<file path="src/hdl/bbx_pkg.sv">
package bbx_pkg;

  // ************************************************************
  // opcodes
  // ************************************************************
  localparam logic [7:0] BIT_INVERT_OP        = 8'h57;
  localparam logic [7:0] BIT_CLEAR_OP         = 8'h77;
  localparam logic [7:0] BIT_OR_OP            = 8'h07;
  localparam logic [7:0] BIT_XOR_OP           = 8'h27;
  localparam logic [7:0] BIT_TEST_BRANCH_OP   = 8'h37;
  localparam logic [7:0] DIRECT_TARGET_FORM   = 8'hF6;
  localparam logic [7:0] PAIR_INDIRECT_FORM   = 8'hF4;
  localparam logic [7:0] VECTOR_INDIRECT_FORM = 8'hD4;
  localparam logic [7:0] RETURN_OP            = 8'hAF;

  // ************************************************************
  // cycle counts and lengths
  // ************************************************************
  localparam logic [3:0]  CYC_BIT_INVERT = 4'h4;
  localparam logic [3:0]  CYC_BIT_CLEAR  = 4'h4;
  localparam logic [3:0]  CYC_BIT_LOGIC  = 4'h6;
  localparam logic [3:0]  CYC_BIT_TEST   = 4'hA;
  localparam logic [3:0]  CYC_CALL_DIR   = 4'hE;
  localparam logic [3:0]  CYC_CALL_PAIR  = 4'hC;
  localparam logic [3:0]  CYC_CALL_VEC   = 4'hE;
  localparam logic [3:0]  CYC_RETURN     = 4'h8;
  localparam logic [15:0] LEN_TWO        = 16'h0002;
  localparam logic [15:0] LEN_THREE      = 16'h0003;

  // ************************************************************
  // field layout
  // ************************************************************
  localparam logic [7:0] FLAGS_ADDR = 8'hD5;
  localparam int FLG_C    = 7;
  localparam int FLG_Z    = 6;
  localparam int FLG_S    = 5;
  localparam int B2_REG_H = 7;
  localparam int B2_REG_L = 4;
  localparam int B2_BIT_H = 3;
  localparam int B2_BIT_L = 1;
  localparam int B2_SEL   = 0;

  // ************************************************************
  // types
  // ************************************************************
  typedef enum logic [9:0] {
    ST_IDLE = 10'h001,
    ST_RDA  = 10'h002,
    ST_RDB  = 10'h004,
    ST_RDF  = 10'h008,
    ST_WRD  = 10'h010,
    ST_WRF  = 10'h020,
    ST_VEC  = 10'h040,
    ST_PUSH = 10'h080,
    ST_POP  = 10'h100,
    ST_WAIT = 10'h200
  } bbx_state_e;

  typedef struct packed {
    logic        valid;
    logic [7:0]  opcode;
    logic [7:0]  op2;
    logic [7:0]  op3;
    logic [15:0] pc;
  } bbx_issue_s;

  typedef struct packed {
    logic [7:0] addr;
    logic [7:0] wdata;
    logic       we;
  } bbx_reg_req_s;

  typedef struct packed {
    logic [15:0] addr;
    logic [7:0]  wdata;
    logic        we;
    logic        re;
  } bbx_stk_req_s;

  typedef struct packed {
    bbx_state_e  st;
    logic        step;
    logic [3:0]  cnt;
    logic [3:0]  ncyc;
    logic [7:0]  opc;
    logic [7:0]  b2;
    logic [7:0]  b3;
    logic [15:0] pc;
    logic [15:0] ret;
    logic [15:0] sp;
    logic [7:0]  a;
    logic [7:0]  res;
    logic        wr_full;
    logic        pc_load;
    logic        sp_load;
  } bbx_core_s;

endpackage

</file>
<file path="src/hdl/bbx_exec.sv">
// Overview of operation
// - bit invert 57h flips one working-register bit only, two bytes, 4 cycles
// - after invert Z tracks a zero result, S cleared, C kept
// - bit clear 77h with selector 0 zeroes one bit, no flags, 4 cycles
// - bit set 77h with selector 1 sets one bit, no flags changed
// - second byte splits into 4-bit register, 3-bit index, 1-bit selector
// - bit OR 07h combines bit zero and indexed bit per selector, 6 cycles
// - bit OR keeps other bits, Z on zero result, S cleared, rest kept
// - bit XOR 27h works like bit OR using exclusive OR, 6 cycles
// - after bit XOR Z tracks zero result, S cleared, others preserved
// - branch on zero 37h selector 0 adds displacement when bit is 0, 10 cycles
// - branch on one 37h selector 1 branches when tested bit is 1
// - bit-test branches and calls leave all status flags unchanged
// - call pushes the following instruction address, then loads the target
// - call drops stack pointer by two, high byte at the lower address
// - call forms F6h 14 cycles, F4h 12 cycles, D4h 14 cycles, return 8 cycles
// - vector call fetches target high byte first, low byte from next location
// - return pops two stack bytes back into the program counter
// - flag updates are written to the flags register at D5h
`timescale 1ns/1ps
`default_nettype none

module bbx_exec
  import bbx_pkg::*;
(
  input  wire logic         clk_sys,
  input  wire logic         arst_n,
  input  wire bbx_issue_s   issue,
  output logic              issue_ready,
  output logic              issue_take,
  input  wire logic [7:0]   wreg_base,
  output bbx_reg_req_s      reg_req,
  input  wire logic [7:0]   reg_rdata,
  input  wire logic [15:0]  sp_in,
  output bbx_stk_req_s      stk_req,
  input  wire logic [7:0]   stk_rdata,
  output logic [15:0]       pmem_addr,
  output logic              pmem_re,
  input  wire logic [7:0]   pmem_rdata,
  output logic              done,
  output logic              pc_we,
  output logic [15:0]       pc_out,
  output logic              sp_we,
  output logic [15:0]       sp_out
);

  // ************************************************************
  // reset release
  // ************************************************************
  logic [1:0] rsync;
  logic       rst_n;
  always_ff @(posedge clk_sys or negedge arst_n)
  begin
    if (!arst_n)
      rsync <= 2'b00;
    else
      rsync <= {rsync[0], 1'b1};
  end

  assign rst_n = rsync[1];

  // ************************************************************
  // helpers
  // ************************************************************
  bbx_core_s   s;
  bbx_core_s   next_s;
  logic [2:0]  bidx;
  logic [7:0]  bmask;
  logic [7:0]  work_addr;
  logic        sup;
  logic [3:0]  cyc_of;
  logic        tst_hit;
  logic        lbit;

  assign bidx      = s.b2[B2_BIT_H:B2_BIT_L];
  assign bmask     = 8'h01 << bidx;
  assign work_addr = {wreg_base[7:4], s.b2[B2_REG_H:B2_REG_L]};
  assign tst_hit   = reg_rdata[bidx] == s.b2[B2_SEL];

  always_comb
  begin
    sup    = 1'b1;
    cyc_of = CYC_BIT_INVERT;
    unique case (issue.opcode)
      BIT_INVERT_OP:        cyc_of = CYC_BIT_INVERT;
      BIT_CLEAR_OP:         cyc_of = CYC_BIT_CLEAR;
      BIT_OR_OP, BIT_XOR_OP: cyc_of = CYC_BIT_LOGIC;
      BIT_TEST_BRANCH_OP:   cyc_of = CYC_BIT_TEST;
      DIRECT_TARGET_FORM:   cyc_of = CYC_CALL_DIR;
      PAIR_INDIRECT_FORM:   cyc_of = CYC_CALL_PAIR;
      VECTOR_INDIRECT_FORM: cyc_of = CYC_CALL_VEC;
      RETURN_OP:            cyc_of = CYC_RETURN;
      default:              sup = 1'b0;
    endcase
  end

  assign issue_ready = s.st == ST_IDLE;
  assign issue_take  = issue_ready & issue.valid & sup;
  assign done        = (s.st != ST_IDLE) && (s.cnt == s.ncyc);
  assign pc_we       = done & s.pc_load;
  assign sp_we       = done & s.sp_load;
  assign pc_out      = s.pc;
  assign sp_out      = s.sp;

  // ************************************************************
  // memory ports
  // ************************************************************
  always_comb
  begin
    reg_req   = '0;
    stk_req   = '0;
    pmem_addr = 16'h0000;
    pmem_re   = 1'b0;
    unique case (s.st)
      ST_RDA:
        reg_req.addr = (s.opc == PAIR_INDIRECT_FORM) ?
                       8'(s.b2 + {7'h00, s.step}) : work_addr;
      ST_RDB:
        reg_req.addr = s.b3;
      ST_RDF:
        reg_req.addr = FLAGS_ADDR;
      ST_WRD:
      begin
        reg_req.addr  = s.wr_full ? s.b3 : work_addr;
        reg_req.wdata = s.res;
        reg_req.we    = 1'b1;
      end
      ST_WRF:
      begin
        reg_req.addr  = FLAGS_ADDR;
        reg_req.wdata = s.a;
        reg_req.we    = 1'b1;
      end
      ST_VEC:
      begin
        pmem_addr = 16'({8'h00, s.b2} + {15'h0000, s.step});
        pmem_re   = 1'b1;
      end
      ST_PUSH:
      begin
        stk_req.addr  = s.step ? 16'(s.sp - LEN_TWO) : 16'(s.sp - 16'h0001);
        stk_req.wdata = s.step ? s.ret[15:8] : s.ret[7:0];
        stk_req.we    = 1'b1;
      end
      ST_POP:
      begin
        stk_req.addr = 16'(s.sp + {15'h0000, s.step});
        stk_req.re   = 1'b1;
      end
      default:
        reg_req = '0;
    endcase
  end

  // ************************************************************
  // sequencer
  // ************************************************************
  always_comb
  begin
    next_s = s;
    lbit   = 1'b0;
    unique case (s.st)
      ST_IDLE:
      if (issue_take)
      begin
        next_s.opc     = issue.opcode;
        next_s.b2      = issue.op2;
        next_s.b3      = issue.op3;
        next_s.pc      = issue.pc;
        next_s.cnt     = 4'h1;
        next_s.ncyc    = cyc_of;
        next_s.step    = 1'b0;
        next_s.wr_full = 1'b0;
        next_s.pc_load = 1'b0;
        next_s.sp_load = 1'b0;
        next_s.sp      = sp_in;
        next_s.ret     = 16'(issue.pc + LEN_TWO);
        next_s.st      = ST_RDA;
        if (issue.opcode == DIRECT_TARGET_FORM)
        begin
          next_s.pc  = {issue.op2, issue.op3};
          next_s.ret = 16'(issue.pc + LEN_THREE);
          next_s.st  = ST_PUSH;
        end
        else if (issue.opcode == VECTOR_INDIRECT_FORM)
          next_s.st = ST_VEC;
        else if (issue.opcode == RETURN_OP)
          next_s.st = ST_POP;
      end
      ST_RDA:
      begin
        next_s.a = reg_rdata;
        if (s.opc == BIT_INVERT_OP)
        begin
          next_s.res = reg_rdata ^ bmask;
          next_s.st  = ST_RDF;
        end
        else if (s.opc == BIT_CLEAR_OP)
        begin
          next_s.res = s.b2[B2_SEL] ? (reg_rdata | bmask)
                                    : (reg_rdata & ~bmask);
          next_s.st  = ST_WRD;
        end
        else if (s.opc == BIT_TEST_BRANCH_OP)
        begin
          next_s.pc = tst_hit ?
            16'(s.pc + LEN_THREE + {{8{s.b3[7]}}, s.b3}) :
            16'(s.pc + LEN_THREE);
          next_s.pc_load = 1'b1;
          next_s.st      = ST_WAIT;
        end
        else if (s.opc == PAIR_INDIRECT_FORM)
        begin
          next_s.pc   = s.step ? {s.pc[15:8], reg_rdata}
                               : {reg_rdata, s.pc[7:0]};
          next_s.step = ~s.step;
          next_s.st   = s.step ? ST_PUSH : ST_RDA;
        end
        else
          next_s.st = ST_RDB;
      end
      ST_RDB:
      begin
        lbit = (s.opc == BIT_XOR_OP) ? (s.a[0] ^ reg_rdata[bidx])
                                     : (s.a[0] | reg_rdata[bidx]);
        next_s.wr_full = s.b2[B2_SEL];
        if (!s.b2[B2_SEL])
          next_s.res = {s.a[7:1], lbit};
        else
          next_s.res = lbit ? (reg_rdata | bmask)
                            : (reg_rdata & ~bmask);
        next_s.st = ST_RDF;
      end
      ST_RDF:
      begin
        next_s.a        = reg_rdata;
        next_s.a[FLG_Z] = s.res == 8'h00;
        next_s.a[FLG_S] = 1'b0;
        next_s.st       = ST_WRD;
      end
      ST_WRD:
        next_s.st = (s.opc == BIT_CLEAR_OP) ? ST_WAIT : ST_WRF;
      ST_WRF:
        next_s.st = ST_WAIT;
      ST_VEC:
      begin
        next_s.pc   = s.step ? {s.pc[15:8], pmem_rdata}
                             : {pmem_rdata, s.pc[7:0]};
        next_s.step = ~s.step;
        next_s.st   = s.step ? ST_PUSH : ST_VEC;
      end
      ST_PUSH:
      begin
        next_s.step = ~s.step;
        if (s.step)
        begin
          next_s.sp      = 16'(s.sp - LEN_TWO);
          next_s.sp_load = 1'b1;
          next_s.pc_load = 1'b1;
          next_s.st      = ST_WAIT;
        end
      end
      ST_POP:
      begin
        next_s.pc   = s.step ? {s.pc[15:8], stk_rdata}
                             : {stk_rdata, s.pc[7:0]};
        next_s.step = ~s.step;
        if (s.step)
        begin
          next_s.sp      = 16'(s.sp + LEN_TWO);
          next_s.sp_load = 1'b1;
          next_s.pc_load = 1'b1;
          next_s.st      = ST_WAIT;
        end
      end
      ST_WAIT:
        next_s.st = ST_WAIT;
      default:
        next_s.st = ST_IDLE;
    endcase
    if (s.st != ST_IDLE)
    begin
      if (s.cnt == s.ncyc)
        next_s.st = ST_IDLE;
      else
        next_s.cnt = 4'(s.cnt + 4'h1);
    end
  end
  always_ff @(posedge clk_sys or negedge rst_n)
  begin
    if (!rst_n)
      s <= '{st: ST_IDLE, default: '0};
    else
      s <= next_s;
  end

  logic flag_wr;
  assign flag_wr = reg_req.we && reg_req.addr == FLAGS_ADDR;
endmodule

`default_nettype wire

</file>
<file path="config.mk">
export PLATFORM = sky130hd
export DESIGN_NAME = bbx_exec
export DESIGN_NICKNAME = d
export VERILOG_FILES = /design/src/hdl/bbx_pkg.sv /design/src/hdl/bbx_exec.sv
export SDC_FILE = /design/constraint.sdc
export NUM_CORES = 1
export LEC_CHECK = 0
export BUFFER_PORTS_ARGS = -buffer_cell sky130_fd_sc_hd__buf_2
export CAP_MARGIN = 20
export CORE_ASPECT_RATIO = 0.5
export CORE_UTILIZATION = 56
export CTS_BUF_LIST = sky130_fd_sc_hd__clkbuf_8
export CTS_CLUSTER_SIZE = 24
export DETAILED_ROUTE_END_ITERATION = 7
export PLACE_DENSITY = 0.85
export SLEW_MARGIN = 20
export SYNTH_ARGS = -nofsm -noshare
export SYNTH_HDL_FRONTEND = slang
export SYNTH_SLANG_ARGS = --single-unit
</file>
<file path="constraint.sdc">
create_clock -name clk_sys -period 5.59 [get_ports clk_sys]
set_input_delay 0.559 -clock clk_sys [delete_from_list [all_inputs] [get_ports clk_sys]]
set_output_delay 0.559 -clock clk_sys [all_outputs]
set_load 0.01 [all_outputs]
</file>
=== Word-level counts from Yosys, hierarchy flattened ===
Index checks and enable logic that the tools add are counted.

* Output and inout port bits: 97
* Memory bits (read-only): 0
* RAM bits: 0
* Word-level logic and storage cells: 177
* Bits in registers: 112
* Memories kept: 0
* Latch bits: 0

* Add/subtract/negate cells: 11
* Multiply operators: 0
* Eq/ne operators: 43
* Reduce and logical (&&, ||, !) cells: 26
* Bitwise operators: 11
* Div/mod/pow operators: 0
* $lt $le $gt $ge: 1
* Mux-type cells: 67
* Shift-type cells: 1

{| class="wikitable"
|+ Operators by type and width
! cell !! count
|-
| 2-to-1 mux 16 bit || 11
|-
| 2-to-1 mux 91 bit || 1
|-
| 2-to-1 mux 10 bit || 9
|-
| 2-to-1 mux 8 bit || 11
|-
| case mux 10 bit (8 select lines) || 1
|-
| adder 16 x 2 -> 16 bit, second input constant || 4
|-
| 2-to-1 mux 32 bit || 2
|-
| case mux 16 bit (4 select lines) || 1
|-
| case mux 16 bit (3 select lines) || 1
|-
| equality test 8 bit, second input constant || 5
|-
| equality test 8 x 6 -> 1 bit, second input constant || 4
|-
| equality test 8 x 7 -> 1 bit, second input constant || 4
|-
| case mux 16 bit (2 select lines) || 1
|-
| case mux 8 bit (2 select lines) || 2
|-
| case mux 8 bit (4 select lines) || 1
|-
| 2-to-1 mux 9 bit || 3
|-
| inequality test 2 bit, second input constant || 10
|-
| case mux 4 bit (5 select lines) || 1
|-
| case mux 9 bit (2 select lines) || 1
|-
| adder 16 x 1 -> 16 bit || 1
|-
| adder 16 bit || 1
|-
| AND reduction 8 bit || 2
|-
| subtractor 16 x 1 -> 16 bit, second input constant || 1
|-
| subtractor 16 x 2 -> 16 bit, second input constant || 1
|-
| 48 further kinds || 81
|}

=== Longest topological paths before layout ===
* Depth in word-level cells: 8
* Gate-level depth with buffers: 13

=== Least setup slack after synthesis ===
Ideal clock, no wire load.

* Path kind: reg-to-reg
* From: reg s, in the netlist pc_out[0]
* To: reg s, in the netlist pc_out[15]
* Path slack: 2.316 ns
* Arrival time: 3.179 ns
* Path buffers: 0
* Stages on the path, launching flop included: 14
* Period minus slack after synthesis: 3.274 ns
* Path through: dfrtp_1 > inv_1 > ha_1 > nor3b_1 > nand2_1 > xnor2_1 > ha_1 > a21o_1 > a21o_1 > a211o_1 > a2111oi_0 > o21bai_1 > and4_1 > o31ai_1

* Cells in the longest elaborated chain, start to end: 7

{| class="wikitable"
|+ RTL lines
! item !! line !! source
|-
| from (decl) || bbx_exec.sv:65 || <nowiki>bbx_core_s s;</nowiki>
|-
| from (signal assigned) || bbx_exec.sv:294 || <nowiki>s <= next_s;</nowiki>
|-
| adder 16 x 2 -> 16 bit * || bbx_exec.sv:207, bbx_exec.sv:208 ||
|-
| adder 16 bit || bbx_exec.sv:207 || <nowiki>16'(s.pc + LEN_THREE + {{8{s.b3[7]}}, s.b3}) :</nowiki>
|-
| 2-to-1 mux 16 bit * || bbx_exec.sv:206 || <nowiki>next_s.pc = tst_hit ?</nowiki>
|-
| 2-to-1 mux 16 bit * || bbx_exec.sv:204 || <nowiki>else if (s.opc == BIT_TEST_BRANCH_OP)</nowiki>
|-
| 2-to-1 mux 16 bit * || bbx_exec.sv:198 || <nowiki>else if (s.opc == BIT_CLEAR_OP)</nowiki>
|-
| 2-to-1 mux 16 bit * || bbx_exec.sv:193 || <nowiki>if (s.opc == BIT_INVERT_OP)</nowiki>
|-
| case mux 16 bit (4 select lines) * || bbx_exec.sv:162 || <nowiki>unique case (s.st)</nowiki>
|}

Mark *: on every way between the ends. The rest lies on a longest branch, timed or not. The select of a mux whose other input is x is not followed.
A chain may end at the register's enable or synchronous reset.

=== Worst setup path in the final report ===
Same ends and word-level chain as after synthesis.

==> results.py <==
metrics = {
    "power_and_ir_drop": {
        "p_total_w": 0.004558,
        "p_per_area_nw_per_um2": 436.4,
        "leakagePower_nw": 4.691,
        "vdd_drop_max_mv": 0.2799,
    },
    "clock_network": {
        "cts.clk_slew.worst_paths_ns": 0.13,
        "clkLatencyLatePin_ns": 0.40,
        "cts_made_buffers": 9,
        "cts_num_sinks": 111,
        "cts_tree": "done",
        "htree_levels": 3,
        "ctsRootBufferMaster": "clkbuf_8",
        "cts_setup_buffers": 0,
        "cts_buffer_depth": 2,
    },
    "global_route": {
        "track_usage_pct": 33.75,
        "grt_max_degree": 73,
        "gr-total-overflow": 0,
        "grt_pass1_vias": 9207,
        "antenna_found_initial": 0,
        "grt_pass1_wl_mm": 47.38,
    },
    "placement": {
        "place_ws_ns": 1.723,
        "dp.cells": 1521,
        "hpwlAfterDp_mm": 22.28,
        "portBuffers": 176,
        "globalplace.congestion": 0.9748,
    },
    "cells_and_area": {
        "multi_input_area_um2": 6105,
        "nets": 1430,
        "register_area_um2": 2783,
        "finalNonFillerCells": 1538,
        "area_delta_synth_final_pct": 9.570,
        "num-fill-cells": 1443,
        "antenna_cells": 0,
        "drive_gt1_share_pct": 18.76,
    },
    "floorplan": {
        "fp.dieArea_um2": 17580,
        "ioPinCount": 188,
        "die_y_um": 94.25,
        "coreArea_um2": 16520,
        "num_rows": 33,
        "fp.dieW_um": 186.5,
        "initial_core_util_pct": 57.71,
    },
    "sta": {
        "fin_ws_ns": 1.554,
        "hold_viol": 0,
        "rsz0062_at_grt": "no",
        "slew_headroom_pct": 26.82,
        "min_period_ns": 4.036,
        "fin_setup_tns_ns": 0,
        "setup_violations": 0,
        "worst_slew_pin_slew_ns": 1.094,
        "fin_crit_sh_pct": 72.20,
        "fmax_ghz": 0.2478,
        "whs_ns": 0.3224,
        "slew_violations": 0,
        "fin_worst_skew_ns": 0.02280,
    },
    "synthesis": {
        "synth_top_area_share_pct": 28.88,
        "synthTopCellsByCount": "nand2_1 (164), dfrtp_1 (110), nor2_1 (106)",
        "synth_warnings": 0,
        "synthDistinctLibCells": 87,
        "synth_top_area_cell": "dfrtp_1",
        "netlist_area_um2": 9532,
        "syn_inst": 1213,
        "synthTopCellsByArea": "dfrtp_1 (29%), nand2_1 (6.5%), o21ai_0 (5.3%), a21oi_1 (4.4%), ha_1 (4.2%)",
        "synth_top_family_by_area": "compound AO/OA/AOI/OAI gates",
        "synth_seq_cells": 111,
        "synth-async-reset-ratio_pct": 100.0,
        "synthAdderAreaFrac_pct": 4.411,
        "yosysSeqAreaShare_pct": 29.15,
        "synth.most_common_cell": "nand2_1",
        "synth_ff_type": "dfrtp_1",
        "synthMuxAreaShare_pct": 4.949,
        "synth-simple-area-share_pct": 23.30,
        "synth_edf_count": 0,
        "synth_xor_area_share_pct": 5.133,
        "synth_compound_area_share_pct": 25.43,
        "syn_area_per_cell_um2": 7.858,
    },
    "worst_setup_path": {
        "crit_type": "register to register",
        "cp.arrival_ns": 4.34,
        "cp_top_family": "compound AO/OA/AOI/OAI gates",
        "start_kind": "register",
        "critPathBufInv": 1,
        "rrSetupSlack_ns": 1.55,
        "crit_cells": 13,
        "cp_slowest_cell": "a2111oi_0",
        "critical_path.cell_chain": "inv_1, ha_1, nor3b_1, nand2_1, xnor2_1, ha_1, a21o_1, a21o_1, a211o_1, a2111oi_0, o21bai_1, and4_1, o31ai_1",
        "worstRegToRegCells": 13,
        "max_stage_delay_ns": 0.63,
        "required_ns": 5.90,
        "cp-startpoint": "pc_out[0]",
        "r2r-start": "pc_out[0]",
        "setup.worst_path.end": "pc_out[15]",
        "crit_path_max_fanout": 5,
        "reg2reg_to": "pc_out[15]",
        "end_kind": "register",
    },
    "detailed_routing": {
        "dr.pass1.iters": 6,
        "routed_wl_mm": 29.97,
        "vias": 10030,
        "viasPerCell": 6.521,
        "drtAntennaViolNets": 0,
        "drtIter0Drc": 1046,
        "wl_per_cell_um": 19.48,
        "remaining_drc_errors": 0,
    },
    "job": {
        "cap_violations": 0,
    },
    "worst_hold_path": {
        "hold_class": "register to async pin",
    },
    "outcome": {
        "status": "complete, no violations",
    },
}
layout by cell type (no fill, tap or decap), types with 10 or more instances in the layout:
| cell | Yosys | final |
|---|---|---|
| inv_1 | 31 | 32 |
| o22ai_1 | 13 | 13 |
| a211oi_1 | 16 | 16 |
| xor2_1 | 24 | 24 |
| o21ai_0 | 100 | 100 |
| nand2b_1 | 10 | 10 |
| mux2i_1 | 28 | 28 |
| nand3_1 | 40 | 40 |
| nor3_1 | 27 | 27 |
| o31ai_1 | 10 | 10 |
| nand2_1 | 164 | 164 |
| and3_1 | 13 | 13 |
| a21oi_1 | 84 | 84 |
| o21ai_1 | 12 | 12 |
| mux2_2 | 14 | 14 |
| dfrtp_1 | 110 | 109 |
| buf_4 | 41 | 10 |
| ha_1 | 32 | 32 |
| a22o_1 | 16 | 16 |
| xnor2_1 | 30 | 30 |
| a21o_1 | 13 | 13 |
| buf_2 | 11 | 176 |
| nor4_1 | 15 | 14 |
| nor2_1 | 106 | 106 |
| a31oi_1 | 16 | 16 |
sequential cells by signal, indices dropped and copies added (netlist names):
register / count
pc_out: 16
rsync: 2
bidx: 3
s: 74
sp_out: 16
routing by layer:
metal	wire, um	up-vias	GRT usage, %
met5	0	-	0
met4	888	0	13.25
met3	3343	93	7.580
met2	13970	629	55.29
met1	11770	4726	43.66
li1	-	4581	-
stage by stage:
stage / instance area, um^2 / util, %
2_1_floorplan: 9554 / -
3_3_place_gp: 10240 / 61.99
3_5_place_dp: 10250 / 62.09
4_1_cts: 10440 / 63.23
5_1_grt: 10440 / 63.23
6_report: 10440 / 63.23
repair_timing:
action                    in CTS  in global routing
hold buffers                   1                  0
resized for setup              0                  0
hold endpoints to repair       2                  0
power by group:
group / switching [W] / total (W) / internal [W]
Clock: 0.000305 / 0.000472 / 0.000168
Sequential: 0.000495 / 0.00157 / 0.00108
Combinational: 0.00149 / 0.00251 / 0.00102
cell type report:
cell class	count	area share [%]
clock buffer	9	1.186
clock inverter	7	0.5271
inverter	34	1.222
multi-input combinational	963	58.45
sequential	111	26.64
tap	227	2.720
timing repair buffer	187	9.249
cells by family after synthesis:
logic type | count (synthesis)
AO/OA/AOI/OAI | 367
multiplexers | 44
buffers and inverters | 145
flip-flops | 111
AND/OR/NAND/NOR | 456
adder cells (fa/ha/maj) | 33
other | 2
XOR/XNOR | 55
how the worst min path moves through the flow:
stage                     endpoint  slack (ns)  depth (start not counted)
after floorplan           rsync[0]        0.26                          0
after global placement       s[12]        0.32                          0
after detailed placement     s[15]        0.33                          0
after CTS                    s[97]        0.35                          0
after global routing         s[70]        0.35                          3
final                        s[15]        0.32                          0
Power figures use the tool's default switching activity.
